File: config.mk
export PLATFORM = sky130hd
export DESIGN_NAME = smis_top
export DESIGN_NICKNAME = d
export VERILOG_FILES = /design/src/hw/smis_pkg.sv /design/src/hw/smis_top.sv
export SDC_FILE = /design/constraint.sdc
export NUM_CORES = 1
export LEC_CHECK = 0
export ABC_AREA = 1
export BUFFER_PORTS_ARGS = -buffer_cell sky130_fd_sc_hd__buf_2
export CAP_MARGIN = 15
export CELL_PAD_IN_SITES_DETAIL_PLACEMENT = 2
export CELL_PAD_IN_SITES_GLOBAL_PLACEMENT = 2
export CORE_MARGIN = 3
export CORE_UTILIZATION = 26
export DETAILED_ROUTE_END_ITERATION = 7
export GPL_TIMING_DRIVEN = 0
export PLACE_DENSITY_LB_ADDON = 0.2
export SYNTH_ARGS = -nofsm -noshare
export SYNTH_HDL_FRONTEND = slang
export SYNTH_SLANG_ARGS = --single-unit
File: constraint.sdc
create_clock -name sys_clk -period 2 [get_ports sys_clk]
set_input_delay 0.4 -clock sys_clk [delete_from_list [all_inputs] [get_ports sys_clk]]
set_output_delay 0.4 -clock sys_clk [all_outputs]
set_load 0.02 [all_outputs]
File: src/hw/smis_pkg.sv
// smis_pkg: constants and carrier types for the management interrupt status/enable block.
// assumes one 100 MHz clock domain and an 8-bit register port with byte offsets.
package smis_pkg;

   // register port widths
   localparam int unsigned REG_W  = 8;
   localparam int unsigned ADDR_W = 8;

   // register offsets
   localparam logic [ADDR_W-1:0] OFS_STATUS_B   = 8'h11;
   localparam logic [ADDR_W-1:0] OFS_STATUS_C   = 8'h12;
   localparam logic [ADDR_W-1:0] OFS_STATUS_D   = 8'h13;
   localparam logic [ADDR_W-1:0] OFS_STATUS_E   = 8'h14;
   localparam logic [ADDR_W-1:0] OFS_GAP        = 8'h15;
   localparam logic [ADDR_W-1:0] OFS_ENABLE_A   = 8'h16;
   localparam logic [ADDR_W-1:0] OFS_ENABLE_B   = 8'h17;
   localparam logic [ADDR_W-1:0] OFS_EVT_STATUS = 8'h20;
   localparam logic [ADDR_W-1:0] OFS_EVT_MASK   = 8'h21;

   // status b field positions
   localparam int unsigned STB_MOUSE = 0;
   localparam int unsigned STB_KBD   = 1;
   localparam int unsigned STB_IR    = 2;
   localparam int unsigned STB_KBC   = 4;

   // enable b routing positions
   localparam int unsigned ENB_WAKE   = 5;
   localparam int unsigned ENB_SERIRQ = 6;
   localparam int unsigned ENB_PIN    = 7;

   // implemented-bit masks, reserved positions are zero
   localparam logic [REG_W-1:0] STATUS_B_MASK = 8'h17;
   localparam logic [REG_W-1:0] STATUS_C_MASK = 8'hf7;
   localparam logic [REG_W-1:0] STATUS_D_MASK = 8'hff;
   localparam logic [REG_W-1:0] STATUS_E_MASK = 8'hcf;
   localparam logic [REG_W-1:0] ENABLE_A_MASK = 8'h3e;
   localparam logic [REG_W-1:0] ENABLE_B_MASK = 8'hf7;

   // block event register layout
   localparam int unsigned      EVT_GROUP = 0;
   localparam int unsigned      EVT_IR    = 1;
   localparam logic [REG_W-1:0] EVT_MASK  = 8'h03;

   // value of every register after reset
   localparam logic [REG_W-1:0] REG_RESET = 8'h00;

   // one register port access
   typedef struct packed {
      logic [ADDR_W-1:0] addr;
      logic [REG_W-1:0]  wdata;
      logic              wr;
      logic              rd;
   } smis_req_t;

   // interrupt levels from sibling functions, same clock
   typedef struct packed {
      logic mouse;
      logic keyboard;
      logic kbc_line;
      logic parallel;
      logic serial_two;
      logic serial_one;
      logic floppy;
      logic midi;
   } smis_src_t;

endpackage

File: src/hw/smis_top.sv
// smis_top: management interrupt status latches, enable gates and group routing.
// assumes sibling functions and the gpio event logic run on sys_clk; only the two
// infrared receive pins come from outside and are synchronised here.
`timescale 1ns/1ps
`default_nettype none

module smis_top (
   // clock and reset
   input  wire logic                        sys_clk,
   input  wire logic                        reset,
   // register port
   input  wire smis_pkg::smis_req_t         req,
   output logic [smis_pkg::REG_W-1:0]       rdata,
   // interrupt sources
   input  wire smis_pkg::smis_src_t         src,
   input  wire logic                        infrared_rx_primary,
   input  wire logic                        infrared_rx_alternate,
   input  wire logic                        ir_select_alternate,
   input  wire logic [smis_pkg::REG_W-1:0]  gpio_evt_c,
   input  wire logic [smis_pkg::REG_W-1:0]  gpio_evt_d,
   input  wire logic [smis_pkg::REG_W-1:0]  gpio_evt_e,
   // enables kept by neighbouring registers
   input  wire logic [smis_pkg::REG_W-1:0]  enable_c,
   input  wire logic [smis_pkg::REG_W-1:0]  enable_d,
   input  wire logic [smis_pkg::REG_W-1:0]  enable_e,
   // group routing
   output logic                             group_mgmt_interrupt,
   output logic                             power_wake_event,
   output logic                             group_serial_irq,
   output logic                             mgmt_interrupt_pin_n,
   output logic                             mgmt_interrupt_pin_oe,
   // block interrupt
   output logic                             block_irq
);
   import smis_pkg::*;

   // clear-on-one helper; a set in the same cycle wins over the clear
   function automatic logic [REG_W-1:0] w1c_next(
      input logic [REG_W-1:0] cur,
      input logic [REG_W-1:0] set,
      input logic             hit,
      input logic [REG_W-1:0] wdata,
      input logic [REG_W-1:0] mask
   );
      logic [REG_W-1:0] clr;
      clr = hit ? wdata : REG_RESET;
      return ((cur & ~clr) | set) & mask;
   endfunction

   // decode of a write to one offset
   function automatic logic wr_hit(input smis_req_t r, input logic [ADDR_W-1:0] ofs);
      return r.wr && (r.addr == ofs);
   endfunction

   logic [REG_W-1:0] status_c_q, status_c_d;
   logic [REG_W-1:0] status_d_q, status_d_d;
   logic [REG_W-1:0] status_e_q, status_e_d;
   logic [REG_W-1:0] enable_a_q;
   logic [REG_W-1:0] enable_b_q;
   logic [REG_W-1:0] evt_status_q, evt_status_d;
   logic [REG_W-1:0] evt_mask_q;
   logic [REG_W-1:0] rdata_q, rdata_d;
   logic             mouse_q, keyboard_q, kbc_line_q;
   logic             ir_flag_q, ir_flag_d;
   logic             ir_pri_meta_q, ir_pri_q;
   logic             ir_alt_meta_q, ir_alt_q;
   logic             ir_sel_prev_q;
   logic             ir_prev_valid_q;
   logic             ir_sel;
   logic             ir_edge;
   logic             ir_read_clear;
   logic [REG_W-1:0] status_a;
   logic [REG_W-1:0] status_b;
   logic             group_d;
   logic             group_q;
   logic             wake_q, serirq_q, pin_n_q, pin_oe_q, irq_q;

   // infrared pin synchronisers; first stage feeds only the second
   // no reset: the chain holds the pin level at release, so an idle-high pin gives no false edge
   always_ff @(posedge sys_clk) begin
      ir_pri_meta_q <= infrared_rx_primary;
      ir_pri_q      <= ir_pri_meta_q;
      ir_alt_meta_q <= infrared_rx_alternate;
      ir_alt_q      <= ir_alt_meta_q;
   end

   // edge detect after the input mux so a select change between differing levels also counts as a transition
   assign ir_sel  = ir_select_alternate ? ir_alt_q : ir_pri_q;
   assign ir_edge = ir_prev_valid_q && (ir_sel != ir_sel_prev_q);

   // history of the selected input; first sample after reset only primes it
   always_ff @(posedge sys_clk) begin
      if (reset) begin
         ir_sel_prev_q   <= 1'b0;
         ir_prev_valid_q <= 1'b0;
      end else begin
         ir_sel_prev_q   <= ir_sel;
         ir_prev_valid_q <= 1'b1;
      end
   end

   // infrared flag: set by edge, cleared by a read of status b, set wins
   assign ir_read_clear = req.rd && (req.addr == OFS_STATUS_B);
   always_comb begin
      ir_flag_d = ir_flag_q;
      if (ir_read_clear) begin
         ir_flag_d = 1'b0;
      end
      if (ir_edge) begin
         ir_flag_d = 1'b1;
      end
   end

   always_ff @(posedge sys_clk) begin
      if (reset) begin
         ir_flag_q <= 1'b0;
      end else begin
         ir_flag_q <= ir_flag_d;
      end
   end

   // level flags follow their sources; register access has no path here
   always_ff @(posedge sys_clk) begin
      if (reset) begin
         mouse_q    <= 1'b0;
         keyboard_q <= 1'b0;
         kbc_line_q <= 1'b0;
      end else begin
         mouse_q    <= src.mouse;
         keyboard_q <= src.keyboard;
         kbc_line_q <= src.kbc_line;
      end
   end

   // status b assembled from the follow flags and the infrared latch
   always_comb begin
      status_b          = REG_RESET;
      status_b[STB_MOUSE] = mouse_q;
      status_b[STB_KBD]   = keyboard_q;
      status_b[STB_IR]    = ir_flag_q;
      status_b[STB_KBC]   = kbc_line_q;
   end

   // status a lives elsewhere; its source levels are gated here directly
   assign status_a = {2'b00, src.midi, src.floppy, src.serial_one, src.serial_two, src.parallel, 1'b0};

   // latched gpio and fan status, clear on write of one, reserved bits masked off
   assign status_c_d = w1c_next(status_c_q, gpio_evt_c & STATUS_C_MASK, wr_hit(req, OFS_STATUS_C),
                                req.wdata, STATUS_C_MASK);
   assign status_d_d = w1c_next(status_d_q, gpio_evt_d & STATUS_D_MASK, wr_hit(req, OFS_STATUS_D),
                                req.wdata, STATUS_D_MASK);
   assign status_e_d = w1c_next(status_e_q, gpio_evt_e & STATUS_E_MASK, wr_hit(req, OFS_STATUS_E),
                                req.wdata, STATUS_E_MASK);

   always_ff @(posedge sys_clk) begin
      if (reset) begin
         status_c_q <= REG_RESET;
         status_d_q <= REG_RESET;
         status_e_q <= REG_RESET;
      end else begin
         status_c_q <= status_c_d;
         status_d_q <= status_d_d;
         status_e_q <= status_e_d;
      end
   end

   // enable registers; reserved positions never store
   always_ff @(posedge sys_clk) begin
      if (reset) begin
         enable_a_q <= REG_RESET;
         enable_b_q <= REG_RESET;
      end else begin
         if (wr_hit(req, OFS_ENABLE_A)) begin
            enable_a_q <= req.wdata & ENABLE_A_MASK;
         end
         if (wr_hit(req, OFS_ENABLE_B)) begin
            enable_b_q <= req.wdata & ENABLE_B_MASK;
         end
      end
   end

   // group term; routing bits 5-7 of enable b are masked out of the source gate
   assign group_d = |(status_a & enable_a_q)
                  | |(status_b & enable_b_q & STATUS_B_MASK)
                  | |(status_c_q & enable_c)
                  | |(status_d_q & enable_d)
                  | |(status_e_q & enable_e);

   // routed outputs registered from the same term so they never disagree
   always_ff @(posedge sys_clk) begin
      if (reset) begin
         group_q  <= 1'b0;
         wake_q   <= 1'b0;
         serirq_q <= 1'b0;
         pin_n_q  <= 1'b1;
         pin_oe_q <= 1'b0;
      end else begin
         group_q  <= group_d;
         wake_q   <= group_d && enable_b_q[ENB_WAKE];
         serirq_q <= group_d && enable_b_q[ENB_SERIRQ];
         pin_n_q  <= !(group_d && enable_b_q[ENB_PIN]);
         pin_oe_q <= enable_b_q[ENB_PIN];
      end
   end

   // block events: group rising and infrared edge, sticky until written with one
   always_comb begin
      evt_status_d = evt_status_q;
      if (wr_hit(req, OFS_EVT_STATUS)) begin
         evt_status_d = evt_status_d & ~req.wdata;
      end
      evt_status_d[EVT_GROUP] = evt_status_d[EVT_GROUP] | (group_d & ~group_q);
      evt_status_d[EVT_IR]    = evt_status_d[EVT_IR] | ir_edge;
      evt_status_d            = evt_status_d & EVT_MASK;
   end

   always_ff @(posedge sys_clk) begin
      if (reset) begin
         evt_status_q <= REG_RESET;
         evt_mask_q   <= REG_RESET;
         irq_q        <= 1'b0;
      end else begin
         evt_status_q <= evt_status_d;
         if (wr_hit(req, OFS_EVT_MASK)) begin
            evt_mask_q <= req.wdata & EVT_MASK;
         end
         irq_q <= |(evt_status_d & evt_mask_q);
      end
   end

   // read mux; unmapped offsets and the gap read zero
   always_comb begin
      rdata_d = REG_RESET;
      if (req.rd) begin
         unique case (req.addr)
            OFS_STATUS_B:   rdata_d = status_b;
            OFS_STATUS_C:   rdata_d = status_c_q;
            OFS_STATUS_D:   rdata_d = status_d_q;
            OFS_STATUS_E:   rdata_d = status_e_q;
            OFS_GAP:        rdata_d = REG_RESET;
            OFS_ENABLE_A:   rdata_d = enable_a_q;
            OFS_ENABLE_B:   rdata_d = enable_b_q;
            OFS_EVT_STATUS: rdata_d = evt_status_q;
            OFS_EVT_MASK:   rdata_d = evt_mask_q;
            default:        rdata_d = REG_RESET;
         endcase
      end
   end

   // read data valid only in the cycle after the strobe
   always_ff @(posedge sys_clk) begin
      if (reset) begin
         rdata_q <= REG_RESET;
      end else begin
         rdata_q <= rdata_d;
      end
   end

   assign rdata                 = rdata_q;
   assign group_mgmt_interrupt  = group_q;
   assign power_wake_event      = wake_q;
   assign group_serial_irq      = serirq_q;
   assign mgmt_interrupt_pin_n  = pin_n_q;
   assign mgmt_interrupt_pin_oe = pin_oe_q;
   assign block_irq             = irq_q;
endmodule

`default_nettype wire

## Word level (Yosys, flattened, before mapping)

Index checks and enable logic that the tools add are counted.

- Latch bits: 0
- RAM bits: 0
- Register bits after elaboration: 64
- Bits of input ports: 79
- Bits in read-only memories: 0
- Memories: 0

- Shifts and indexed selects: 0
- Divide/modulo/power cells: 0
- Bitwise gates (word level): 26
- $lt $le $gt $ge: 0
- $add $sub $neg: 0
- Equality and inequality tests: 9
- Reduce and logical (&&, ||, !) cells: 21
- Multipliers: 0
- Mux-type cells: 9

Operator list:

| cell | count |
|---|---|
| 8-bit one-hot mux with 8 select lines | 1 |
| 8-bit AND | 6 |
| 8-bit by 5-bit == test with 1-bit output, second input constant | 6 |
| 8-bit OR reduction | 5 |
| 8-bit 2-to-1 mux | 3 |
| 8-bit NOT | 3 |
| 8-bit OR | 3 |
| 8-bit by 6-bit == test with 1-bit output, second input constant | 2 |
| 1-bit logical AND | 12 |
| 6-bit AND | 1 |
| 1-bit OR | 6 |
| 5-bit AND | 1 |
| 2-bit AND | 2 |
| 1-bit 2-to-1 mux | 4 |
| 4-bit OR reduction | 1 |
| 2-bit 2-to-1 mux | 1 |
| 1-bit NOT | 2 |
| 2-bit NOT | 1 |
| 2-bit nonzero test | 1 |
| 2-bit OR reduction | 1 |
| 1-bit AND | 1 |
| 1-bit zero test | 1 |
| 1-bit != test | 1 |

## Depth between registers and ports, before layout

- Word-level depth: 10
- Mapped depth: 10
- Gate-level depth less buffers: 10

## Worst setup path after synthesis

Ideal clock, no wire load.

- Path kind: input-to-reg
- From: input req[17] (netlist bit)
- To: register status_e_q[0]
- Stages: 9
- Arrival time: 1.370 ns
- Setup slack: 0.503 ns
- Setup time: 0.128 ns
- Path through: nor2_2 nand3_1 inv_2 buf_4 nand2_1 nor2_2 nand2_1 a21oi_1 nor2_1

- Cells in the longest elaborated chain, start to end: 6

Ends and longest elaborated chain:

| element | line | text |
|---|---|---|
| from (decl) | smis_top.sv:12 | `input wire smis_pkg::smis_req_t req,` |
| 8-bit by 5-bit == test with 1-bit output | smis_top.sv:52 | `return r.wr && (r.addr == ofs);` |
| 1-bit logical AND | smis_top.sv:52 |  |
| 8-bit 2-to-1 mux | smis_top.sv:46 | `clr = hit ? wdata : REG_RESET;` |
| 8-bit NOT | smis_top.sv:47 | `return ((cur & ~clr) \| set) & mask;` |
| 8-bit AND | smis_top.sv:47 |  |
| 8-bit OR | smis_top.sv:47 |  |
| to (signal assigned) | smis_top.sv:163 | `status_e_q <= status_e_d;` |
| to (decl) | smis_top.sv:57 | `logic [REG_W-1:0] status_e_q, status_e_d;` |

Every way passes these cells.
A chain may end at the register's enable or synchronous reset.

## Worst setup path in the final report

- From: input req[12] (netlist bit)
- To: register rdata_q[2], in the netlist rdata[2]

- Cells in the longest elaborated chain, start to end: 2

Ends and longest elaborated chain:

| element | line | text |
|---|---|---|
| 8-bit by 6-bit == test with 1-bit output or 8-bit by 5-bit == test with 1-bit output (tied branches) | smis_top.sv:235 | `unique case (req.addr)` |
| 8-bit one-hot mux with 8 select lines * | smis_top.sv:235 |  |
| to (signal assigned) | smis_top.sv:255 | `rdata_q <= rdata_d;` |
| to (decl) | smis_top.sv:62 | `logic [REG_W-1:0] rdata_q, rdata_d;` |

Mark *: on every way between the ends. The rest lies on a longest branch, timed or not.

==> flow_summary.json <==
{
  "ys_ff_latch": 61,
  "port_buffers": 86,
  "power.density_nw_per_um2": 754.7,
  "vdd_drop_max_uv": 341.7,
  "clock.fmax_ghz": 0.5276,
  "sw_frac_of_total_pct": 27.00,
  "grt_pass1_wl_mm": 16.80,
  "pwr-share-seq_pct": 49.0,
  "h-tree-depth": 3,
  "final_common_cell": "nand2_1",
  "nFillCells": 1248,
  "syn-cell-area_um2": 2706,
  "hold_ws_ps": 158.1,
  "crit_type": "in2reg",
  "multi_input_area_um2": 1280,
  "grt_pass1_vias": 3235,
  "arrival_ps": 2160,
  "regArea_um2": 1221,
  "clock_latency_ps": 350,
  "row_count": 36,
  "die_h_um": 108.0,
  "syn-num-nets": 478,
  "layout_common_cells": "nand2_1 (108), buf_2 (87), dfxtp_1 (61)",
  "finalSetupViolCount": 0,
  "drv_cap": 0,
  "cts_tree": "yes",
  "numCtsBuffers": 9,
  "endpoint_kind": "register",
  "synthDominantCellAreaShare_pct": 45.12,
  "coreArea_um2": 9955,
  "ctsHoldBuffers": 0,
  "cts_num_sinks": 61,
  "p_clk_share_pct": 40.9,
  "hp-start": "infrared_rx_alternate",
  "gr-total-overflow": 0,
  "r2r-start": "status_c_q[4]",
  "ff2ff_setup_slack_ps": 640,
  "worst_slew_pin_slew_ps": 756.5,
  "dp_hpwl_mm": 8.393,
  "routed_via_density": 4.753,
  "synth_cells": 399,
  "synth_top_area_cell": "dfxtp_1",
  "switchingPower_uw": 716.1,
  "reg2reg_to": "block_irq",
  "tns_ps": 0,
  "grt_max_degree": 12,
  "drt_iter0_markers": 100,
  "diodes": 0,
  "clock_skew_ps": 9.134,
  "final_layout_size_suffix_gt1_share_pct": 25.05,
  "hold_depth": 1,
  "pwr-share-comb_pct": 10.1,
  "root_buffer": "clkbuf_8",
  "cell_internal_pwr_uw": 1936,
  "synth_cell_types": 20,
  "grt.total_usage_pct": 19.22,
  "final-instance-count-excl-fill": 636,
  "cts.clk_slew.worst_paths_ps": 70,
  "crit_fanout": 6,
  "post-route-period-util_pct": 94.76,
  "gp_congestion": 0.7993,
  "areaGrowthSynthToFinish_pct": 29.87,
  "pin_count": 93,
  "wl_per_cell_um": 16.87,
  "yosysWarningCount": 0,
  "fin_nets": 577,
  "ys_seq_area_share_pct": 45.12,
  "dp_cells": 618,
  "min_path_type": "in2reg",
  "ff2ff_path_depth": 10,
  "firstDrtPassIters": 4,
  "yosys-top-cells-area": "dfxtp_1 (45%), nand2_1 (15%), nor2_1 (8.2%)",
  "total_power_uw": 2652,
  "vias": 3023,
  "drc_errors": 0,
  "antenna_left": 0,
  "status": "completed",
  "die_x_um": 108.0,
  "hold_viol": 0,
  "start_kind": "input pin",
  "postLayoutCoreUtil_pct": 35.31,
  "hold_end": "ir_alt_meta_q",
  "start_util_pct": 27.19,
  "p_leak_uw": 0.001725,
  "slew_headroom_pct": 49.57,
  "routed_wl_mm": 10.73,
  "clock_path_buffers": 2,
  "post-route-min-period_ps": 1895,
  "final-max-slew-violation-count": 0,
  "antenna_found_initial": 0,
  "required_ps": 2270,
  "syn_avg_cell_area_um2": 6.783,
  "fp.dieArea_um2": 11670
}
==> registers in the layout (all words and copies together), names as in the netlist, 2 cells and up <==
signal and flops:
enable_b_q 7, enable_a_q 5, evt_mask_q 2, status_e_q 6
status_c_q 7, evt_status_q 2, rdata 8, status_d_q 8
==> worst max path at each step <==
stage | startpoint | end | slack, ps | depth (start not counted)
final | req[12] | rdata[2] | 100 | 10
after global routing | req[12] | rdata[6] | -40 | 10
after CTS | req[13] | status_e_q[1] | 30 | 9
after detailed placement | req[13] | status_e_q[1] | -340 | 9
after global placement | req[13] | status_e_q[1] | -260 | 9
after floorplan | req[17] | status_e_q[0] | 500 | 9
==> through the flow <==
stage	cell area (µm²)	worst slack [ps]
finish	3515	104.8
global route	3515	-36.98
detailed placement	3303	-342.6
global placement	3303	-264.2
floorplan	2706	502.6
CTS	3493	30.49
==> routing by layer <==
metal / vias up / track usage (%) / share of wire (%)
met2: 81 / 32.46 / 49
met5: - / 0 / 0
li1: 1476 / - / -
met1: 1450 / 23.46 / 42
met3: 16 / 4.000 / 5.4
met4: 0 / 8.747 / 2.7
==> layout make-up <==
cell class,instances,area share [%]
buffer,7,1.104
clock buffer,9,3.524
clock inverter,7,1.887
inverter,46,4.913
multi-input combinational,285,36.42
sequential,61,34.75
tap,133,4.735
timing repair buffer,88,12.67
==> cells by family after synthesis <==
kind of cell              count (synthesis)  share of synthesized area (%)
and+or+nand+nor                         214                          33.80
xor gates and xnor gates                  1                         0.3237
DFF                                      61                          45.12
AOI/OAI and AO/OA                        70                          12.95
buffers and inverters                    53                          7.813
==> critical path: stages <==
cell	delay, ps
buf_2	110
nor2_2	270
inv_2	130
nor3_4	340
nand2_1	160
o21ai_0	140
nor2_1	80
nand2_1	70
nand2_1	270
nor2_1	180
==> Yosys cell counts <==
master,number
o21ai_0,6
buf_4,3
nor2_4,2
xor2_1,1
nor3_2,3
buf_2,1
nand2_1,108
inv_2,7
dfxtp_1,61
nor2_2,5
a21oi_1,41
nand4_1,5
clkbuf_1,2
nor3_4,1
buf_1,1
nand3_1,30
o21ai_1,23
inv_1,39
nor2_1,59
and3_1,1
==> power by group through the flow <==
stage	Clock, µW	Sequential (µW)	Combinational [µW]
finish	1080	1300	268
global route	1180	1310	307
CTS	1120	1300	268
detailed placement	0	1330	267
global placement	0	1330	257
floorplan	0	1310	127
==> repair_timing <==
action,4_1_cts,5_1_grt
buffers inserted,0,2
endpoints found under the setup margin,0,11
endpoints found under the hold margin,0,0
resized for setup,0,1
No activity file was read; power rests on OpenSTA's default activity.
